===== src/core/cor_pkg.sv =====
/*
 * Package for the monitor and comparator configuration register: command
 * code, reset value, field layout, timing constants and the carrier structs.
 * Assumes a single 200 MHz clock shared by every user of the package.
 */
package cor_pkg;

   // ****************************************************************
   // Register map
   // ****************************************************************
   localparam logic [7:0]  COR_CMD_CONFIG   = 8'h30;
   localparam logic [15:0] COR_CONFIG_RESET = 16'h0211;

   // Field positions inside the 16-bit word.
   localparam int COR_BIT_BATT_MON    = 15;
   localparam int COR_BIT_ALERT_LO    = 13;
   localparam int COR_BIT_SYS_PWR     = 12;
   localparam int COR_BIT_INPUT_SHUNT = 11;
   localparam int COR_BIT_CHRG_SHUNT  = 10;
   localparam int COR_BIT_GAIN        = 9;
   localparam int COR_BIT_COMPARATOR_REFERENCE_SELECT     = 7;
   localparam int COR_BIT_COMPARATOR_DEGLITCH_SELECT_LO  = 4;
   localparam int COR_BIT_SHIP        = 1;

   localparam logic [15:0] COR_SHIP_MASK = 16'h0002;

   // Throttle alert source codes.
   localparam logic [1:0] COR_ALERT_OFF      = 2'h0;
   localparam logic [1:0] COR_ALERT_DCHG_CUR = 2'h1;
   localparam logic [1:0] COR_ALERT_SYS_VOLT = 2'h2;

   // Comparator deglitch code that switches the comparator off.
   localparam logic [1:0] COR_CMP_OFF = 2'h0;

   // ****************************************************************
   // Timing
   // ****************************************************************
   localparam int unsigned COR_CLK_HZ       = 200_000_000;
   localparam int unsigned COR_SHIP_TIME_MS = 140;
   localparam int unsigned COR_SHIP_CYCLES  =
      COR_SHIP_TIME_MS * (COR_CLK_HZ / 1000);

   // ****************************************************************
   // Types
   // ****************************************************************
   typedef struct packed {
      logic       batt_current_monitor_on;
      logic [1:0] lowpower_throttle_alert_select;
      logic       system_power_monitor_on;
      logic       input_shunt_select;
      logic       charge_shunt_select;
      logic       power_monitor_gain;
      logic       reserved_8;
      logic       comparator_reference_select;
      logic       comparator_polarity;
      logic [1:0] comparator_deglitch_select;
      logic       force_latchoff;
      logic       reserved_2;
      logic       ship_discharge_request;
      logic       auto_wakeup_on;
   } cor_config_s;

   typedef struct packed {
      logic        wr;
      logic        rd;
      logic [7:0]  cmd;
      logic [15:0] wdata;
   } cor_req_s;

   typedef struct packed {
      logic        valid;
      logic        hit;
      logic [15:0] data;
   } cor_rsp_s;

   typedef struct packed {
      logic       battery_current_output_on;
      logic       system_power_output_on;
      logic [1:0] throttle_alert_source;
      logic       input_shunt_select;
      logic       charge_shunt_select;
      logic       power_monitor_gain;
      logic       comparator_reference_select;
      logic       comparator_polarity;
      logic       comparator_on;
      logic [1:0] comparator_deglitch_select;
      logic       force_latchoff;
      logic       ship_discharge_active;
      logic       auto_wakeup_on;
   } cor_ctrl_s;

endpackage


===== src/core/cor_config_reg.sv =====
/*
 * Monitor and comparator configuration register with its control outputs.
 * Assumes the SMBus protocol engine on the same clock decodes each transfer
 * into one-cycle read or write strobes with the command code, and that the
 * low power mode level comes from the first charge option register on the
 * same clock.
 */
`timescale 1ns/1ps

module cor_config_reg
   import cor_pkg::*;
#(
   parameter int unsigned SHIP_CYCLES = COR_SHIP_CYCLES
) (
   input  wire logic      ref_clk,
   input  wire logic      rstn,
   input  wire cor_req_s  req,
   input  wire logic      low_power_mode,
   output cor_rsp_s       rsp,
   output cor_ctrl_s      ctrl
);

   // ****************************************************************
   // State
   // ****************************************************************
   // The reset image of the comparator enable and deglitch, gain and wakeup outputs is taken from
   // the reset word; every other control output resets to zero.
   localparam cor_config_s CFG_RST = cor_config_s'(COR_CONFIG_RESET);

   typedef struct packed {
      cor_config_s cfg;
      logic [31:0] ship_timer;
      cor_rsp_s    rsp;
      cor_ctrl_s   ctrl;
   } cor_state_s;

   cor_state_s st_q;
   cor_state_s st_d;

   logic wr_hit;
   logic rd_hit;
   logic ship_expire;

   assign wr_hit      = req.wr && (req.cmd == COR_CMD_CONFIG);
   assign rd_hit      = req.rd && (req.cmd == COR_CMD_CONFIG);
   assign ship_expire = st_q.cfg.ship_discharge_request
                        && (st_q.ship_timer == SHIP_CYCLES - 1);

   // ****************************************************************
   // Next state
   // ****************************************************************
   always_comb begin
      st_d = st_q;

      // A host write of 1 in the cycle the timer runs out wins and restarts
      // the discharge window; a write of 0 ends it early.
      if (ship_expire) begin
         st_d.cfg.ship_discharge_request = 1'b0;
      end
      if (st_q.cfg.ship_discharge_request) begin
         st_d.ship_timer = st_q.ship_timer + 32'h1;
      end
      if (wr_hit) begin
         st_d.cfg = cor_config_s'(req.wdata);
         if (req.wdata[COR_BIT_SHIP]) begin
            st_d.ship_timer = 32'h0;
         end
      end
      if (!st_d.cfg.ship_discharge_request) begin
         st_d.ship_timer = 32'h0;
      end

      st_d.rsp.valid = req.rd;
      st_d.rsp.hit   = rd_hit;
      st_d.rsp.data  = rd_hit ? 16'(st_q.cfg) : 16'h0000;

      st_d.ctrl.battery_current_output_on =
         st_q.cfg.batt_current_monitor_on && !low_power_mode;
      st_d.ctrl.system_power_output_on =
         st_q.cfg.system_power_monitor_on && !low_power_mode;
      // The reserved alert code is treated as disabled.
      case (st_q.cfg.lowpower_throttle_alert_select)
         COR_ALERT_DCHG_CUR: begin
            st_d.ctrl.throttle_alert_source = COR_ALERT_DCHG_CUR;
         end
         COR_ALERT_SYS_VOLT: begin
            st_d.ctrl.throttle_alert_source = COR_ALERT_SYS_VOLT;
         end
         default: begin
            st_d.ctrl.throttle_alert_source = COR_ALERT_OFF;
         end
      endcase
      st_d.ctrl.input_shunt_select  = st_q.cfg.input_shunt_select;
      st_d.ctrl.charge_shunt_select = st_q.cfg.charge_shunt_select;
      st_d.ctrl.power_monitor_gain  = st_q.cfg.power_monitor_gain;
      st_d.ctrl.comparator_reference_select =
         st_q.cfg.comparator_reference_select;
      st_d.ctrl.comparator_polarity = st_q.cfg.comparator_polarity;
      st_d.ctrl.comparator_on =
         st_q.cfg.comparator_deglitch_select != COR_CMP_OFF;
      st_d.ctrl.comparator_deglitch_select =
         st_q.cfg.comparator_deglitch_select;
      st_d.ctrl.force_latchoff        = st_q.cfg.force_latchoff;
      st_d.ctrl.ship_discharge_active = st_q.cfg.ship_discharge_request;
      st_d.ctrl.auto_wakeup_on        = st_q.cfg.auto_wakeup_on;
   end

   // ****************************************************************
   // Registers
   // ****************************************************************
   // The control outputs lag the register by one cycle so that every
   // output leaves a flip-flop; the reset image matches the reset word.
   always_ff @(posedge ref_clk or negedge rstn) begin
      if (!rstn) begin
         st_q <= '{cfg:        CFG_RST,
                   ship_timer: 32'h0,
                   rsp:        '0,
                   ctrl:       '{comparator_on:
                                    CFG_RST.comparator_deglitch_select
                                    != COR_CMP_OFF,
                                 comparator_deglitch_select:
                                    CFG_RST.comparator_deglitch_select,
                                 power_monitor_gain:
                                    CFG_RST.power_monitor_gain,
                                 auto_wakeup_on:
                                    CFG_RST.auto_wakeup_on,
                                 default:                    '0}};
      end else begin
         st_q <= st_d;
      end
   end

   assign rsp  = st_q.rsp;
   assign ctrl = st_q.ctrl;

   // ****************************************************************
   // Checks
   // ****************************************************************
   property p_write_stores;
      @(posedge ref_clk) disable iff (!rstn)
      wr_hit |=> (16'(st_q.cfg) == $past(req.wdata));
   endproperty
   a_write_stores: assert property (p_write_stores)
      else $error("config write not stored");

   property p_read_returns;
      @(posedge ref_clk) disable iff (!rstn)
      rd_hit |=> (rsp.valid && rsp.hit
                  && rsp.data == $past(16'(st_q.cfg)));
   endproperty
   a_read_returns: assert property (p_read_returns)
      else $error("config read data wrong");

   property p_unmapped_zero;
      @(posedge ref_clk) disable iff (!rstn)
      (req.rd && !rd_hit) |=> (rsp.valid && !rsp.hit && rsp.data == 16'h0);
   endproperty
   a_unmapped_zero: assert property (p_unmapped_zero)
      else $error("unmapped read not zero");

   property p_batt_buffer;
      @(posedge ref_clk) disable iff (!rstn)
      ##1 ctrl.battery_current_output_on
         == ($past(st_q.cfg.batt_current_monitor_on)
             && !$past(low_power_mode));
   endproperty
   a_batt_buffer: assert property (p_batt_buffer)
      else $error("battery monitor buffer wrong");

   property p_sys_power;
      @(posedge ref_clk) disable iff (!rstn)
      low_power_mode |=> !ctrl.system_power_output_on;
   endproperty
   a_sys_power: assert property (p_sys_power)
      else $error("system power on in low power mode");

   property p_alert_source;
      @(posedge ref_clk) disable iff (!rstn)
      (st_q.cfg.lowpower_throttle_alert_select == 2'h3)
         |=> ctrl.throttle_alert_source == COR_ALERT_OFF;
   endproperty
   a_alert_source: assert property (p_alert_source)
      else $error("reserved alert code not disabled");

   property p_shunts_gain;
      @(posedge ref_clk) disable iff (!rstn)
      ##1 ({ctrl.input_shunt_select, ctrl.charge_shunt_select,
            ctrl.power_monitor_gain, ctrl.comparator_reference_select}
           == $past({st_q.cfg.input_shunt_select,
                     st_q.cfg.charge_shunt_select,
                     st_q.cfg.power_monitor_gain,
                     st_q.cfg.comparator_reference_select}));
   endproperty
   a_shunts_gain: assert property (p_shunts_gain)
      else $error("shunt, gain or reference output wrong");

   property p_cmp_enable;
      @(posedge ref_clk) disable iff (!rstn)
      (st_q.cfg.comparator_deglitch_select == COR_CMP_OFF)
         |=> !ctrl.comparator_on;
   endproperty
   a_cmp_enable: assert property (p_cmp_enable)
      else $error("comparator on while disabled");

   property p_ship_clears;
      @(posedge ref_clk) disable iff (!rstn)
      (ship_expire && !(wr_hit && req.wdata[COR_BIT_SHIP]))
         |=> !st_q.cfg.ship_discharge_request ##1
             !ctrl.ship_discharge_active;
   endproperty
   a_ship_clears: assert property (p_ship_clears)
      else $error("ship discharge did not self-clear");

   property p_ship_window;
      @(posedge ref_clk) disable iff (!rstn)
      st_q.ship_timer < SHIP_CYCLES;
   endproperty
   a_ship_window: assert property (p_ship_window)
      else $error("ship timer beyond window");

endmodule


===== config.mk =====
export PLATFORM = sky130hd
export DESIGN_NAME = cor_config_reg
export DESIGN_NICKNAME = d
export VERILOG_FILES = /design/src/core/cor_pkg.sv /design/src/core/cor_config_reg.sv
export SDC_FILE = /design/constraint.sdc
export NUM_CORES = 1
export LEC_CHECK = 0
export ABC_CLOCK_PERIOD_IN_PS = 2100
export BUFFER_PORTS_ARGS = -buffer_cell sky130_fd_sc_hd__buf_2
export CAP_MARGIN = 20
export CELL_PAD_IN_SITES_DETAIL_PLACEMENT = 2
export CELL_PAD_IN_SITES_GLOBAL_PLACEMENT = 2
export CORE_AREA = 2 2 108 110
export CTS_CLUSTER_DIAMETER = 30
export CTS_CLUSTER_SIZE = 28
export DETAILED_ROUTE_END_ITERATION = 8
export DIE_AREA = 0 0 110 112
export GPL_TIMING_DRIVEN = 0
export PLACE_DENSITY_LB_ADDON = 0.3
export SETUP_SLACK_MARGIN = 0.3
export SKIP_CTS_REPAIR_TIMING = 1
export SYNTH_ARGS = -nofsm -noshare
export SYNTH_HDL_FRONTEND = slang
export SYNTH_SLANG_ARGS = --single-unit

===== constraint.sdc =====
create_clock -name ref_clk -period 2.1 [get_ports ref_clk]
set_input_delay 0.105 -clock ref_clk [delete_from_list [all_inputs] [get_ports ref_clk]]
set_output_delay 0.105 -clock ref_clk [all_outputs]
set_load 0.02 [all_outputs]

== After elaboration in Yosys (flattened, before gate mapping) ==
Index checks and enable logic that the tools add are counted.

* Bits in registers: 81
* Input port bits: 29
* Output and inout bits: 33
* Word-level logic and storage cells: 50

* Add/sub/neg operators: 1
* Equality and inequality tests: 4
* Mux-type cells: 7
* Reduce and logical (&&, ||, !) cells: 7

{| class="wikitable"
|+ Operators with widths
! cell !! number
|-
| $mux W32 || 3
|-
| $mux W34 || 1
|-
| $add A32 B1 Y32 const B || 1
|-
| $eq A32 B25 Y1 const B || 1
|-
| $mux W16 || 1
|-
| $eq A8 B6 Y1 const B || 1
|-
| $logic_and A1 B1 Y1 || 5
|-
| $pmux W2 S2 || 1
|-
| $eq A2 B1 Y1 const B || 1
|-
| $eq A2 B2 Y1 const B || 1
|-
| $reduce_bool A2 Y1 || 1
|-
| $logic_not A1 Y1 || 1
|-
| $mux W1 || 1
|}

== Longest topological paths before layout ==
* Word-level depth: 5
* Depth in mapped cells: 7

== Worst setup path after synthesis ==
No wires, ideal clock.

* Path type: register to register
* Start: register st_q[33] (netlist name)
* End: register st_q[61] (netlist name)
* Library setup time: 0.094 ns
* Arrival: 1.941 ns
* Required time: 2.006 ns
* Setup slack: 0.065 ns
* Stages on the path, launching flop included: 6
* Buffers on the path: 0
* Period minus slack after synthesis: 2.035 ns
* Path through: dfrtp_1 > ha_1 > nand4_1 > or4_1 > or4_1 > a211oi_1

{| class="wikitable"
|+ RTL lines
! what !! line !! RTL
|-
| start: declaration || cor_config_reg.sv:37 || <nowiki>cor_state_s st_q;</nowiki>
|-
| start signal: assignment || cor_config_reg.sv:115 || <nowiki>st_q <= '{cfg: CFG_RST,</nowiki>
|-
| start signal: assignment || cor_config_reg.sv:129 || <nowiki>st_q <= st_d;</nowiki>
|}

==> metrics.md <==
| Metric | Value |
|---|---|
| Synth warnings | 0 |
| # clock sinks | 81 |
| Vias in the first global route | 3081 |
| Htree depth | 3 |
| Element type at the critical path start | register |
| Post-Route WL | 11100 um |
| Crit-path slowest cell | or4_4 |
| Total power | 0.00345 W |
| Leak Pwr | 2.22 nW |
| Max FO, Critical Path | 4 |
| CP Class | register to register |
| Req. time, crit path | 2350 ps |
| Global-route usage over all layers | 0.175 |
| Die ar. | 12300 um^2 |
| WP buf/inv | 1 |
| 1st-iter DRT viols | 82 |
| CTS Buf Count | 9 |
| Peak supply drop | 0.395 mV |
| Failing checks | setup timing |
| Endpoint class of the critical path | register |
| # setup viols final | 7 |
| Router iterations before antenna repair | 4 |
| Crit-path max cell delay | 440 ps |
| Synth Area in XOR/XNOR | 0.0290 |
| Post-synthesis mux area share | 0.0493 |
| Antenna Nets Post-Route | 0 |
| Max Fclk | 460 MHz |
| I/O Buffers | 61 |
| Final setup skew | 6.73 ps |
| Global-route wire length before repair | 16300 um |
| Placed Instances | 522 |
| Top-area cell type share of the netlist area | 0.511 |
| Worst skew pair latency | 330 ps |
| IO Count | 62 |
| CTS tree | done |
| Multi-input gate area | 1510 um^2 |
| Distinct cell type count after synthesis | 35 |
| Final worst slack | -71.9 ps |
| Reg area | 2060 um^2 |
| Clock buffer depth | 2 |
| Worst-path clk slew | 60 ps |
| RSZ-0062 raised after global routing | yes |
| Setup TNS | -195 ps |
| Post-Syn Instances | 317 |
| Non-filler cells in the finished layout | 563 |
| Area share of and/or/nand/nor cells after synthesis | 0.196 |
| Syn avg cell area | 11.4 um^2 |
| Netlist Area Pre-Place | 3630 um^2 |
| Main combinational cell family by area after synthesis | simple AND/OR/NAND/NOR gates |
| Cell area power density | 694 nW/um^2 |
| Max Slew Vio Count | 0 |
| Antenna violations before repair | 0 |
| Core Region | 11200 um^2 |
| Sequential share of the synthesized area | 0.561 |
| CP top delay family | simple AND/OR/NAND/NOR gates |
| Final Cycle Share | 1.03 |
| Most common cell on crit path | or4_4 |
| Final hold violation count | 0 |
| Die width | 110 um |
| Outcome | finished with violations |
| Via-to-Cell Ratio | 5.20 |
| Vias post-DR | 2929 |
| Largest net degree at the start of global routing | 48 |
| WP data arrival | 2420 ps |
| Cells along the critical path | ha_4, nand4_1, buf_4, or4_4, or4_4, a211oi_2 |
| Mean routed wirelength per cell | 19.8 um |
| Nets | 445 |
| Remaining DRCs | 0 |
| Rel. slew slack | 0.577 |
| Fillers | 1164 |
| Layout cells sized above 1 | 0.540 |
| Largest cells by area after synthesis | dfrtp_1 (51%), buf_4 (6.8%), dfstp_2 (5.1%) |
| Maxcap violations | 0 |
| DP HPWL | 6930 um |
| N_diodes | 0 |
| Die height | 112 um |
| Area leader, netlist | dfrtp_1 |
| Syn nets | 347 |
| Synth Register Bits | 81 |
| Total gr overflow | 0 |
| Row count | 39 |
| Compound-Gate Fraction of Synth Area | 0.0714 |
| Slew @ Worst Pin | 634 ps |
| Final GP Congestion | 0.756 |
| Initial Util | 0.324 |
| Clock root cell | clkbuf_16 |
| P&R area growth vs syn | 37.3% |
| Adder-Cell Fraction of Synth Area | 0.00345 |
| Hold WC Path Type | input port to register |
| Min Tclk post-route | 2170 ps |
cells by family (layout without fill, tap and decap cells):
| logic type | after synthesis | count (layout) |
|---|---|---|
| AOI/OAI and AO/OA | 36 | 36 |
| xor gates and xnor gates | 12 | 12 |
| adders and majority gates | 1 | 1 |
| buffers and inverters | 53 | 156 |
| DFF | 81 | 81 |
| muxes | 16 | 16 |
| and+or+nand+nor | 118 | 118 |
report_power, final:
part	total, W	leakage, nW	internal (W)	switching, W
Sequential	0.00161	1.06	0.00160	0.0000178
Clock	0.00167	0.150	0.00104	0.000630
Combinational	0.000168	1.01	0.0000752	0.0000924
Total	0.00345	2.22	0.00271	0.000740
path summary, 6_finish.rpt:
check                              start        to  slack, ps  cells after the start
worst max-delay path            st_q[34]  st_q[61]        -70                      6
worst min-delay path             req[13]  st_q[78]         10                      2
worst max register to register  st_q[34]  st_q[61]        -70                      6
worst min register to register   st_d[0]   ctrl[0]        370                      0
max in group asynchronous           rstn   ctrl[8]       1150                      3
min in group asynchronous           rstn    rsp[0]        300                      2
synth_stat cells:
| library cell | n |
|---|---|
| a211oi_1 | 16 |
| a21oi_1 | 1 |
| and2_1 | 16 |
| and3_1 | 4 |
| and4_1 | 5 |
| buf_2 | 1 |
| buf_4 | 33 |
| clkbuf_1 | 14 |
| dfrtp_1 | 74 |
| dfstp_2 | 7 |
| ha_1 | 1 |
| inv_1 | 5 |
| mux2_2 | 15 |
| mux2i_1 | 1 |
| nand2_1 | 12 |
| nand2_2 | 1 |
| nand3_1 | 14 |
| nand4_1 | 10 |
| nor2_1 | 3 |
| nor2b_1 | 5 |
| nor3_1 | 14 |
| nor3b_1 | 1 |
| nor4_1 | 6 |
| nor4b_1 | 3 |
| nor4bb_1 | 1 |
| o2111ai_1 | 1 |
| o21ai_0 | 4 |
| o22ai_1 | 1 |
| o311ai_0 | 1 |
| o31ai_1 | 12 |
| or2_2 | 1 |
| or3_1 | 6 |
| or4_1 | 16 |
| xnor2_1 | 9 |
| xor2_1 | 3 |
routing by layer:
layer | vias up | track usage | part of all wire
met4 | 0 | 0.0549 | 0.024
met2 | 84 | 0.298 | 0.52
met5 | - | 0 | 0
met1 | 1502 | 0.219 | 0.41
li1 | 1323 | - | -
met3 | 20 | 0.0357 | 0.045
through the flow:
| step | instance area, um^2 | hold WS [ps] | setup slack (ps) | util |
|---|---|---|---|---|
| 3_5_place_dp | 4180 | 113 | -338 | 0.374 |
| 3_3_place_gp | 4150 | 229 | -217 | 0.371 |
| 4_1_cts | 4490 | -243 | -350 | 0.402 |
| 2_1_floorplan | 3660 | -191 | 168 | - |
| 6_report | 4980 | 11.5 | -71.9 | 0.445 |
| 5_1_grt | 4980 | 10.1 | -134 | 0.445 |
registers in the layout (all words and copies together), names as in the netlist:
register and flops:
st_d 10, rsp 18, ctrl 15, st_q 38
cell type report:
type,count,share of cell area
plain buffers,48,0.0719
clock buffers,11,0.0468
clock inverters,5,0.0163
inverters,5,0.00377
multi-input cells,183,0.303
flip-flops and latches,81,0.414
well taps,143,0.0359
repair buffers,87,0.108
worst reg2reg max path: stages (launching register included):
cell	delay, ps
dfrtp_1	400
ha_4	170
nand4_1	210
buf_4	220
or4_4	420
or4_4	440
a211oi_2	230
layout by cell type (no fill, tap or decap), types with 7 or more instances in the layout:
| cell type | count |
|---|---|
| xnor2_1 | 9 |
| dfrtp_1 | 53 |
| nand4_1 | 10 |
| clkbuf_16 | 9 |
| dfrtp_2 | 21 |
| nor3_1 | 13 |
| buf_4 | 55 |
| dfstp_2 | 7 |
| buf_2 | 62 |
| nand2_1 | 11 |
| a211oi_2 | 11 |
| and2_1 | 16 |
| or4_4 | 12 |
| nand3_1 | 11 |
| mux2_2 | 15 |
No activity file was read; power rests on OpenSTA's default activity.
